`src/logic/cebp_consts.svh`:
```
// Constants for the card and expansion bus pin logic
`ifndef CEBP_CONSTS_SVH
`define CEBP_CONSTS_SVH

`define CEBP_CLK_NS       25
`define CEBP_CMD_NS       75
`define CEBP_CMD_CYC      ((`CEBP_CMD_NS + `CEBP_CLK_NS - 1) / `CEBP_CLK_NS)
`define CEBP_CNT_W        4
`define CEBP_SYNC_W       17
`define CEBP_SYNC_INIT    17'h1FC03
`define CEBP_S_READY      0
`define CEBP_S_CHECK      1
`define CEBP_S_IRQ        2
`define CEBP_S_DMA_REQUEST_1       8
`define CEBP_S_DMA_REQUEST_3       9
`define CEBP_S_CRDYA      10
`define CEBP_S_DETA       11
`define CEBP_S_KBDD       13
`define CEBP_S_KBDC       14
`define CEBP_S_BATA       15
`define CEBP_BATSEL_DMA_REQUEST_1  0
`define CEBP_BATSEL_DMA_REQUEST_3  1

`endif

```
`src/logic/cebp_pkg.sv`:
```
// Types for the card and expansion bus pin logic
package cebp_pkg;
   typedef enum logic [1:0] {CEBP_IDLE, CEBP_RUN, CEBP_WAIT, CEBP_DONE}
      cebp_state_t;
   typedef enum logic [1:0] {
      CEBP_IRQ2_NORMAL,
      CEBP_IRQ2_READY_B,
      CEBP_IRQ2_WIDE_IO,
      CEBP_IRQ2_SPARE
   } cebp_rdysel_t;
endpackage

```
`src/logic/cebp_pins.sv`:
```
// Card and expansion bus pin sharing and cycle control
`timescale 1ns/1ps
`default_nettype none
`include "cebp_consts.svh"
module cebp_pins
   import cebp_pkg::*;
(
   input  wire logic        clk,
   input  wire logic        rst,
   input  wire logic        busEnable,
   input  wire logic [1:0]  readyPinSelect,
   input  wire logic        wideIoPinSelect,
   input  wire logic [1:0]  batteryPinSelect,
   input  wire logic        detectPinSelect,
   input  wire logic        bufEnAPinSelect,
   input  wire logic        slotAIoMode,
   input  wire logic        slotBIoMode,
   input  wire logic        cycleReq,
   input  wire logic        cycleIsIo,
   input  wire logic        cycleWrite,
   input  wire logic        cycleCard,
   input  wire logic        cycleSlotB,
   input  wire logic        cycleLowByte,
   input  wire logic        cycleHighByte,
   input  wire logic        coreDmaAck0N,
   output logic             cycleBusy,
   output logic             cycleDone,
   input  wire logic        channelReady,
   input  wire logic        channelCheckN,
   input  wire logic [5:0]  periphIrqInputs,
   input  wire logic        dmaRequest1,
   input  wire logic        dmaRequest3,
   input  wire logic        cardReadyA,
   input  wire logic [1:0]  cardDetectAN,
   input  wire logic        kbdSerialInN,
   input  wire logic        kbdClockN,
   input  wire logic [1:0]  cardBatteryStatusA,
   output logic             ioReadStrobeN,
   output logic             ioReadStrobeOe,
   output logic             ioWriteStrobeN,
   output logic             ioWriteStrobeOe,
   output logic             cardLowByteSelN,
   output logic             cardHighByteSelN,
   output logic             dmaAck0N,
   output logic             dmaAck0Oe,
   output logic             nmiRequest,
   output logic [5:0]       irqRequest,
   output logic             dmaReq1,
   output logic             dmaReq3,
   output logic             ioPortWide,
   output logic [1:0]       cardIrq,
   output logic [1:0]       cardReadyStatus,
   output logic [1:0]       cardPresent,
   output logic [1:0]       statusChange,
   output logic [1:0]       cardAudio,
   output logic [3:0]       statusDataBattery
);
   function automatic logic bothLow(input logic a, input logic b);
      bothLow = !a && !b;
   endfunction

   logic [`CEBP_SYNC_W-1:0] pinSync;

   cebp_sync #(.W(`CEBP_SYNC_W), .RESET_VAL(`CEBP_SYNC_INIT)) u_sync
   (
      .clk      (clk),
      .rst      (rst),
      .async_in ({cardBatteryStatusA, kbdClockN, kbdSerialInN,
                  cardDetectAN, cardReadyA, dmaRequest3, dmaRequest1,
                  periphIrqInputs, channelCheckN, channelReady}),
      .sync_out (pinSync)
   );

   wire       readyS   = pinSync[`CEBP_S_READY];
   wire       checkS   = pinSync[`CEBP_S_CHECK];
   wire [5:0] irqS     = pinSync[`CEBP_S_IRQ +: 6];
   wire       drq1S    = pinSync[`CEBP_S_DMA_REQUEST_1];
   wire       drq3S    = pinSync[`CEBP_S_DMA_REQUEST_3];
   wire       rdyAS    = pinSync[`CEBP_S_CRDYA];
   wire [1:0] detAS    = pinSync[`CEBP_S_DETA +: 2];
   wire       kbdDS    = pinSync[`CEBP_S_KBDD];
   wire       kbdCS    = pinSync[`CEBP_S_KBDC];
   wire [1:0] batAS    = pinSync[`CEBP_S_BATA +: 2];

   // Pin takeover decode
   wire irq2IsReadyB = readyPinSelect == CEBP_IRQ2_READY_B;
   wire irq2IsWide   = readyPinSelect == CEBP_IRQ2_WIDE_IO;
   wire irq2Taken    = readyPinSelect != CEBP_IRQ2_NORMAL;
   wire bat1BSel     = batteryPinSelect[`CEBP_BATSEL_DMA_REQUEST_1];
   wire bat2BSel     = batteryPinSelect[`CEBP_BATSEL_DMA_REQUEST_3];
   wire rdyBS        = irq2IsReadyB ? irqS[0] : 1'b1;
   wire [1:0] batBS  = {bat2BSel ? drq3S : 1'b1, bat1BSel ? drq1S : 1'b1};

   wire       nmi_d  = busEnable && !wideIoPinSelect && !checkS;
   wire [5:0] irq_d  = busEnable ? (irqS & {5'h1F, !irq2Taken}) : 6'h00;
   wire       wide_d = wideIoPinSelect ? !checkS : (irq2IsWide && !irqS[0]);
   wire [1:0] ioMode = {slotBIoMode, slotAIoMode};
   wire [1:0] rdyS   = {rdyBS, rdyAS};
   wire [1:0] cirq_d = ioMode & ~rdyS;
   wire [1:0] crdy_d = ~ioMode & rdyS;
   // Without the keyboard pins each slot A detect carries one card's AND
   wire presA_d = detectPinSelect ? bothLow(detAS[0], detAS[1]) : !detAS[0];
   wire presB_d = detectPinSelect ? bothLow(kbdDS, kbdCS) : !detAS[1];
   wire [3:0] bat_d = {bat2BSel ? batBS[1] : 1'b0,
                       bat1BSel ? batBS[0] : 1'b0, batAS};
   wire [1:0] stsc_d = ioMode & ~{batBS[0], batAS[0]};
   wire [1:0] aud_d  = ioMode & ~{batBS[1], batAS[1]};

   always_ff @(posedge clk)
   begin
      if (rst)
      begin
         nmiRequest        <= 1'b0;
         irqRequest        <= 6'h00;
         dmaReq1           <= 1'b0;
         dmaReq3           <= 1'b0;
         ioPortWide        <= 1'b0;
         cardIrq           <= 2'h0;
         cardReadyStatus   <= 2'h0;
         cardPresent       <= 2'h0;
         statusChange      <= 2'h0;
         cardAudio         <= 2'h0;
         statusDataBattery <= 4'h0;
      end
      else
      begin
         nmiRequest        <= nmi_d;
         irqRequest        <= irq_d;
         dmaReq1           <= busEnable && drq1S && !bat1BSel;
         dmaReq3           <= busEnable && drq3S && !bat2BSel;
         ioPortWide        <= wide_d;
         cardIrq           <= cirq_d;
         cardReadyStatus   <= crdy_d;
         cardPresent       <= {presB_d, presA_d};
         statusChange      <= stsc_d;
         cardAudio         <= aud_d;
         statusDataBattery <= bat_d;
      end
   end

   cebp_state_t state_q;
   cebp_state_t state_d;
   logic [`CEBP_CNT_W-1:0] cnt_q;
   logic [`CEBP_CNT_W-1:0] cnt_d;
   logic curIo_q;
   logic curWr_q;
   logic curCard_q;
   logic curB_q;
   logic curLo_q;
   logic curHi_q;

   wire cmdEnd = cnt_q == `CEBP_CNT_W'(1);

   always_comb
   begin
      state_d = state_q;
      cnt_d   = cnt_q;
      case (state_q)
         CEBP_IDLE:
         begin
            if (cycleReq)
            begin
               state_d = CEBP_RUN;
               cnt_d   = `CEBP_CNT_W'(`CEBP_CMD_CYC);
            end
         end
         CEBP_RUN:
         begin
            cnt_d = cnt_q - `CEBP_CNT_W'(1);
            if (cmdEnd)
               state_d = readyS ? CEBP_DONE : CEBP_WAIT;
         end
         CEBP_WAIT:
         begin
            if (readyS)
               state_d = CEBP_DONE;
         end
         default:
            state_d = CEBP_IDLE;
      endcase
   end

   wire active_d = state_d == CEBP_RUN || state_d == CEBP_WAIT;
   wire start    = state_q == CEBP_IDLE && cycleReq;
   wire nIo      = start ? cycleIsIo     : curIo_q;
   wire nWr      = start ? cycleWrite    : curWr_q;
   wire nCard    = start ? cycleCard     : curCard_q;
   wire nB       = start ? cycleSlotB    : curB_q;
   wire nLo      = start ? cycleLowByte  : curLo_q;
   wire nHi      = start ? cycleHighByte : curHi_q;
   wire bufA_d   = active_d && nCard && !nB;

   assign cycleBusy = state_q != CEBP_IDLE;
   assign cycleDone = state_q == CEBP_DONE;

   always_ff @(posedge clk)
   begin
      if (rst)
      begin
         state_q          <= CEBP_IDLE;
         cnt_q            <= '0;
         {curIo_q, curWr_q, curCard_q} <= 3'h0;
         {curB_q, curLo_q, curHi_q}    <= 3'h0;
         ioReadStrobeN    <= 1'b1;
         ioWriteStrobeN   <= 1'b1;
         ioReadStrobeOe   <= 1'b0;
         ioWriteStrobeOe  <= 1'b0;
         cardLowByteSelN  <= 1'b1;
         cardHighByteSelN <= 1'b1;
         dmaAck0N         <= 1'b1;
         dmaAck0Oe        <= 1'b0;
      end
      else
      begin
         state_q          <= state_d;
         cnt_q            <= cnt_d;
         {curIo_q, curWr_q, curCard_q} <= {nIo, nWr, nCard};
         {curB_q, curLo_q, curHi_q}    <= {nB, nLo, nHi};
         // Also the card I/O commands, so no separate card pins
         ioReadStrobeN    <= !(active_d && nIo && !nWr);
         ioWriteStrobeN   <= !(active_d && nIo && nWr);
         ioReadStrobeOe   <= busEnable;
         ioWriteStrobeOe  <= busEnable;
         cardLowByteSelN  <= !(active_d && nCard && nLo);
         cardHighByteSelN <= !(active_d && nCard && nHi);
         dmaAck0N         <= bufEnAPinSelect ? !bufA_d : coreDmaAck0N;
         dmaAck0Oe        <= bufEnAPinSelect || busEnable;
      end
   end
endmodule
`default_nettype wire

```
`src/logic/cebp_sync.sv`:
```
// Two-stage synchroniser for asynchronous pin inputs
`timescale 1ns/1ps
`default_nettype none
module cebp_sync
#(
   parameter int              W         = 1,
   parameter logic [W-1:0]    RESET_VAL = '0
)
(
   input  wire logic          clk,
   input  wire logic          rst,
   input  wire logic [W-1:0]  async_in,
   output var  logic [W-1:0]  sync_out
);
   logic [W-1:0] stage1_q;

   genvar i;
   generate
      for (i = 0; i < W; i++)
      begin : g_bit
         always_ff @(posedge clk)
         begin
            if (rst)
            begin
               stage1_q[i] <= RESET_VAL[i];
               sync_out[i] <= RESET_VAL[i];
            end
            else
            begin
               stage1_q[i] <= async_in[i];
               sync_out[i] <= stage1_q[i];
            end
         end
      end
   endgenerate
endmodule
`default_nettype wire

```
`config.mk`:
```
export PLATFORM = sky130hd
export DESIGN_NAME = cebp_pins
export DESIGN_NICKNAME = d
export VERILOG_FILES = /design/src/logic/cebp_pkg.sv /design/src/logic/cebp_pins.sv /design/src/logic/cebp_sync.sv
export VERILOG_INCLUDE_DIRS = /design/src /design/src/logic
export SDC_FILE = /design/constraint.sdc
export NUM_CORES = 1
export LEC_CHECK = 0
export BUFFER_PORTS_ARGS = -buffer_cell sky130_fd_sc_hd__buf_2
export CAP_MARGIN = 5
export CORE_ASPECT_RATIO = 0.7
export CORE_UTILIZATION = 40
export DETAILED_ROUTE_END_ITERATION = 10
export GPL_TIMING_DRIVEN = 1
export PLACE_DENSITY_LB_ADDON = 0.05
export SETUP_SLACK_MARGIN = 0.02
export SLEW_MARGIN = 30
export SYNTH_ARGS = -nofsm -noshare
export SYNTH_HDL_FRONTEND = slang
export SYNTH_SLANG_ARGS = --single-unit
```
`constraint.sdc`:
```
create_clock -name clk -period 2.3 [get_ports clk]
set_input_delay 0.23 -clock clk [delete_from_list [all_inputs] [get_ports clk]]
set_output_delay 0.23 -clock clk [all_outputs]
set_load 0.03 [all_outputs]
```
# Yosys cells after proc, flatten, opt, wreduce, memory -nomap -nowiden
# Cells that the tools add are included.
dict set report word_totals {
  regBits 77
  inputBits 37
  output_inout_bits 34
  elab_cells 148
}
dict set report classes {
  add_sub_neg 1
  eq_ne 9
  muxes 20
  bitwise_logic 12
  n_reduce_logical 44
}
# op count
set op_table {}
lappend op_table {{$logic_and A1 B1 Y1} 17}
lappend op_table {{$logic_not A1 Y1} 17}
lappend op_table {{$mux W1} 14}
lappend op_table {{$and A2 B2 Y2} 4}
lappend op_table {{$eq A2 B2 Y1 const B} 4}
lappend op_table {{$not A2 Y2} 4}
lappend op_table {{$pmux W4 S2} 1}
lappend op_table {{$and A6 B6 Y6} 1}
lappend op_table {{$eq A2 B1 Y1 const B} 3}
lappend op_table {{$mux W2} 3}
lappend op_table {{$pmux W2 S3} 1}
lappend op_table {{$reduce_bool A2 Y1} 3}
lappend op_table {{$reduce_or A2 Y1} 3}
lappend op_table {{$eq A4 B1 Y1 const B} 1}
lappend op_table {{$mux W4} 1}
lappend op_table {{$sub A4 B1 Y4 const B} 1}
lappend op_table {{$not A1 Y1} 3}
lappend op_table {{$logic_not A2 Y1} 1}
lappend op_table {{$logic_or A1 B1 Y1} 2}
lappend op_table {{$ne A2 B2 Y1 const B} 1}
lappend op_table {{$reduce_and A2 Y1} 1}

# Logic depth before layout (Yosys ltp)
dict set report logic_depth {
  depth_word 9
  mapped_depth 5
}

# By module
# Synthesis repeated with hierarchy kept, for this count alone.
dict set report hier_totals {
  hier_cells 231
  area_unflattened_um2 2548.7
}
# module instances cells_per_inst area_per_inst_um2 seq_area_each_um2
set modules_own_cells {}
lappend modules_own_cells {cebp_pins 1 160 1622.8 860.8}
lappend modules_own_cells {cebp_sync 1 71 925.9 680.7}

# Least setup slack after synthesis
# OpenSTA, ideal clock, no wires.
dict set report synth_timing {
  kind {reg-to-reg}
  from {reg state_q[0]}
  to {reg curLo_q}
  setup_time_ns 0.115
  arrival_ns 1.287
  required_time_ns 2.185
  slack_ns 0.899
  path_stages_with_launch 5
  cell_sequence {dfxtp_1 -> or3b_1 -> buf_6 -> mux2_4 -> and2_1}
}
dict set report synth_via {
  elab_chain_len 3
}
# element line
set synth_lines {}
lappend synth_lines {{from (decl)} cebp_pins.sv:141} ;# cebp_state_t state_q;
lappend synth_lines {{from (signal assigned)} cebp_pins.sv:215} ;# state_q <= state_d;
lappend synth_lines {{$logic_not A2 Y1} cebp_pins.sv:184} ;# wire start = state_q == CEBP_IDLE && cycleReq;
lappend synth_lines {{$logic_and A1 B1 Y1} cebp_pins.sv:184}
lappend synth_lines {{$mux W1} cebp_pins.sv:189} ;# wire nLo = start ? cycleLowByte : curLo_q;
lappend synth_lines {{to (signal assigned)} cebp_pins.sv:218} ;# {curB_q, curLo_q, curHi_q} <= {nB, nLo, nHi};
lappend synth_lines {{to (decl)} cebp_pins.sv:149} ;# logic curLo_q;
# Every way passes these cells.
# A chain may end at the register's enable or synchronous reset.

# Worst setup path in the final report
dict set report layout_timing {
  from {reg state_q[0]}
  to {reg dmaAck0N}
}
dict set report layout_via {
  elab_chain_len 8
  elab_cells_between_ends 18
  classes_between {eq/ne: 4; mux: 7; reduce/logical: 7}
}
# element line
set layout_lines {}
lappend layout_lines {{$eq A2 B2 Y1, or another cell as far along} cebp_pins.sv:158} ;# case (state_q)
lappend layout_lines {{$pmux W2 S3} cebp_pins.sv:158}
lappend layout_lines {{$eq A2 B1 Y1 or $eq A2 B2 Y1 (tied branches)} cebp_pins.sv:183} ;# wire active_d = state_d == CEBP_RUN || state_d == CEBP_WAIT;
lappend layout_lines {{$logic_or A1 B1 Y1} cebp_pins.sv:183}
lappend layout_lines {{$logic_and A1 B1 Y1} cebp_pins.sv:191} ;# wire bufA_d = active_d && nCard && !nB;
lappend layout_lines {{$logic_and A1 B1 Y1 *} cebp_pins.sv:191}
lappend layout_lines {{$logic_not A1 Y1 *} cebp_pins.sv:226} ;# dmaAck0N <= bufEnAPinSelect ? !bufA_d : coreDmaAck0N;
lappend layout_lines {{$mux W1 *} cebp_pins.sv:226}
lappend layout_lines {{to (signal assigned)} cebp_pins.sv:226}
lappend layout_lines {{to (decl)} cebp_pins.sv:44} ;# output logic dmaAck0N,
# Mark *: on every way between the ends. The rest lies on a longest branch, timed or not.

==> results.toml <==
[status]
status = "finished, final reports clean"

[grt]
grt_start_max_net_pins = 53
antenna_found_initial = 0
grt_pass1_vias = 1605
grt_pass1_wl_mm = 7.57
grt_overflow = 0
grt_usage = 0.154

[critical_path]
cp-start-kind = "register"
regToRegEndpoint = "dmaAck0N$_SDFF_PP1_"
cp.arrival_ns = 1.91
cp.depth = 3
slowest_delay_ns = 0.62
path_cells = "or3b_1, a2111oi_4, o22ai_1"
worstSetupPathType = "register to register"
endpoint_kind = "register"
r2r_cells = 3
cp_slowest_cell = "or3b_1"
critPathMaxFanout = 15
r2r-start = "state_q[0]$_SDFF_PP0_"
cp_top_family = "simple AND/OR/NAND/NOR gates"
worst-path-buf-inv = 0
regToRegSetupSlack_ns = 0.60
required_ns = 2.50

[yosys]
syn-num-nets = 271
yosysUniqueCellTypes = 38
ys.flop_type = "dfxtp_1"
syn_area_per_cell_sq_um = 10.9
syn_inst = 232
yosysTopAreaCellShare = 0.609
synth_area_leaders = "dfxtp_1 61%, nor2b_1 4.9%, or2_2 4.9%"
ys_async_sr_fraction = 0
synth_area_sq_um = 2530
ys_seq_area_frac = 0.609
synth-seq-cells = 77
synth_edf_count = 0
synth.largest_area_cell = "dfxtp_1"
yosysWarnings = 0

[power_and_ir_drop]
p_per_area_nw_per_um2 = 904
leakage_nw = 1.41
ir_drop_uv = 452
power.total_mw = 2.86

[min_path]
hp-start = "batteryPinSelect[1]"
hold_path_end = "dmaReq3$_SDFF_PP0_"
holdCritPathClass = "primary input to register"
whs_path_depth = 2

[placement]
dpl.hpwl_mm = 3.17
postPlaceCellArea_sq_um = 2930
io_buffer_count = 70
pre_cts_ws_ns = 0.611
dp_cells = 368
routabilityCongestion = 0.753

[routing]
wirelength_mm = 4.59
drc = 0
dr.first_iter.drc_count = 34
vias = 1753
ant_nets = 0
drtPass1Iterations = 4
routedWlPerCell_microns = 12.0
avgViaCountPerCell = 4.57

[clock_tree]
cts_max_level = 3
clkLatencyLatePin_ns = 0.34
clock_tree.root_cell = "clkbuf_8"
cts_resized = 0
cts_sinks = 77
cts_buffer_depth = 2
clk_pin_slew_ns = 0.08
cts_buffers = 9
postCtsSetupRepairBufs = 0
hold_buffers = 0
cts_tree = "done"

[die]
core_sq_um = 5900
die_area_sq_um = 6650
die_w_microns = 97.1
rows = 23
die_y_microns = 68.5
ios = 71
initial_core_util = 0.429

[layout]
diodes = 0
final.fill_count = 547
final_area_sq_um = 3170
drive_gt1_frac = 0.366
nets = 343
instances_no_fill = 384
syn_to_final_growth_pct = 25.2
fin_util = 0.537

[timing]
fmax_mhz = 587
rsz0062_at_grt = "false"
worstMarginPinSlew_ns = 0.599
finalCriticalPeriod_ns = 1.70
whs_ns = 0.0702
fin_skew_ns = 0.00602
finalSetupViolations = 0
fin_crit_sh = 0.740
slew_headroom = 0.599
worst_slack_ns = 0.598
setup_tns_ns = 0
hold_viol = 0
report.final.slew_viol_count = 0

[job]
max-cap-violations = 0
-- state kept, by name (all words and copies together), names as in the netlist, 2 cells and up --
name and flops:
u_sync.stage1_q 17, u_sync.sync_out 17, irqRequest 6, cnt_q 4, statusDataBattery 4, cardAudio 2, cardIrq 2, cardPresent 2
cardReadyStatus 2, state_q 2, statusChange 2
-- routing by layer --
layer / part of all wire / track usage / vias to the layer above
met5: 0 / 0 / -
met4: 0.011 / 0.0672 / 0
met3: 0.065 / 0.0685 / 6
met2: 0.42 / 0.235 / 47
met1: 0.51 / 0.190 / 787
li1: - / - / 913
-- power breakdown --
part / switching (mW) / internal (mW)
sequential: 0.0292 / 1.39
clock: 0.468 / 0.721
combinational: 0.141 / 0.112
total: 0.639 / 2.23
-- worst max-delay path by stage --
stage                     startpoint             endpoint
2_1_floorplan  state_q[0]$_SDFF_PP0_   curLo_q$_SDFF_PP0_
3_3_place_gp   state_q[0]$_SDFF_PP0_  dmaAck0N$_SDFF_PP1_
3_5_place_dp   state_q[0]$_SDFF_PP0_  dmaAck0N$_SDFF_PP1_
4_1_cts        state_q[0]$_SDFF_PP0_  dmaAck0N$_SDFF_PP1_
5_1_grt        state_q[0]$_SDFF_PP0_  dmaAck0N$_SDFF_PP1_
6_report       state_q[0]$_SDFF_PP0_  dmaAck0N$_SDFF_PP1_
-- cells in the mapped netlist (all sizes together) (4+ instances only) --
| library cell | number |
|---|---|
| a21oi | 10 |
| and2 | 9 |
| buf | 5 |
| clkbuf | 6 |
| dfxtp | 77 |
| inv | 7 |
| nand2 | 10 |
| nor2 | 14 |
| nor2b | 20 |
| nor3b | 8 |
| o21ai | 4 |
| or2 | 20 |
-- cells by family (layout without fill, tap and decap cells) --
kind of cell	Yosys count	in the layout	synth area share
compound gates	29	29	0.0836
fa+ha+maj	2	2	0.00989
buf+inv	18	95	0.0341
flops	77	77	0.609
mux	3	3	0.0158
simple gates	103	103	0.247
-- cell usage in the layout, fill, tap and decap left out, drive strengths merged, types with 2 or more instances in the layout --
| cell | instances |
|---|---|
| dfxtp | 77 |
| buf | 72 |
| or2 | 20 |
| nor2b | 20 |
| nor2 | 14 |
| nand2 | 10 |
| a21oi | 10 |
| clkbuf | 10 |
| and2 | 9 |
| nor3b | 8 |
| inv | 7 |
| o21ai | 4 |
| nor3 | 3 |
| nor4b | 3 |
| and3 | 3 |
| nand2b | 3 |
| o211ai | 3 |
| or3 | 3 |
| bufinv | 3 |
| or3b | 2 |
| o2111ai | 2 |
| and4bb | 2 |
| a211oi | 2 |
| mux2 | 2 |
| o21a | 2 |
| ha | 2 |
| clkinv | 2 |
-- worst register-to-register path, delay by kind of cell, from the launching register on --
| family | cells | cell delay (ns) |
|---|---|---|
| flip-flops | 1 | 0.43 |
| AND/OR/NAND/NOR | 1 | 0.63 |
| AO/OA/AOI/OAI | 2 | 0.51 |
-- cell type report --
cell class / instances / area [sq um] / share of cell area
flip-flops and latches: 77 / 1540 / 0.487
inverters: 7 / 26.3 / 0.00829
repair buffers: 72 / 365 / 0.115
clock inverters: 6 / 111 / 0.0352
clock buffers: 10 / 128 / 0.0403
multi-input cells: 137 / 902 / 0.285
well taps: 75 / 93.8 / 0.0296
Power figures use the tool's default switching activity.
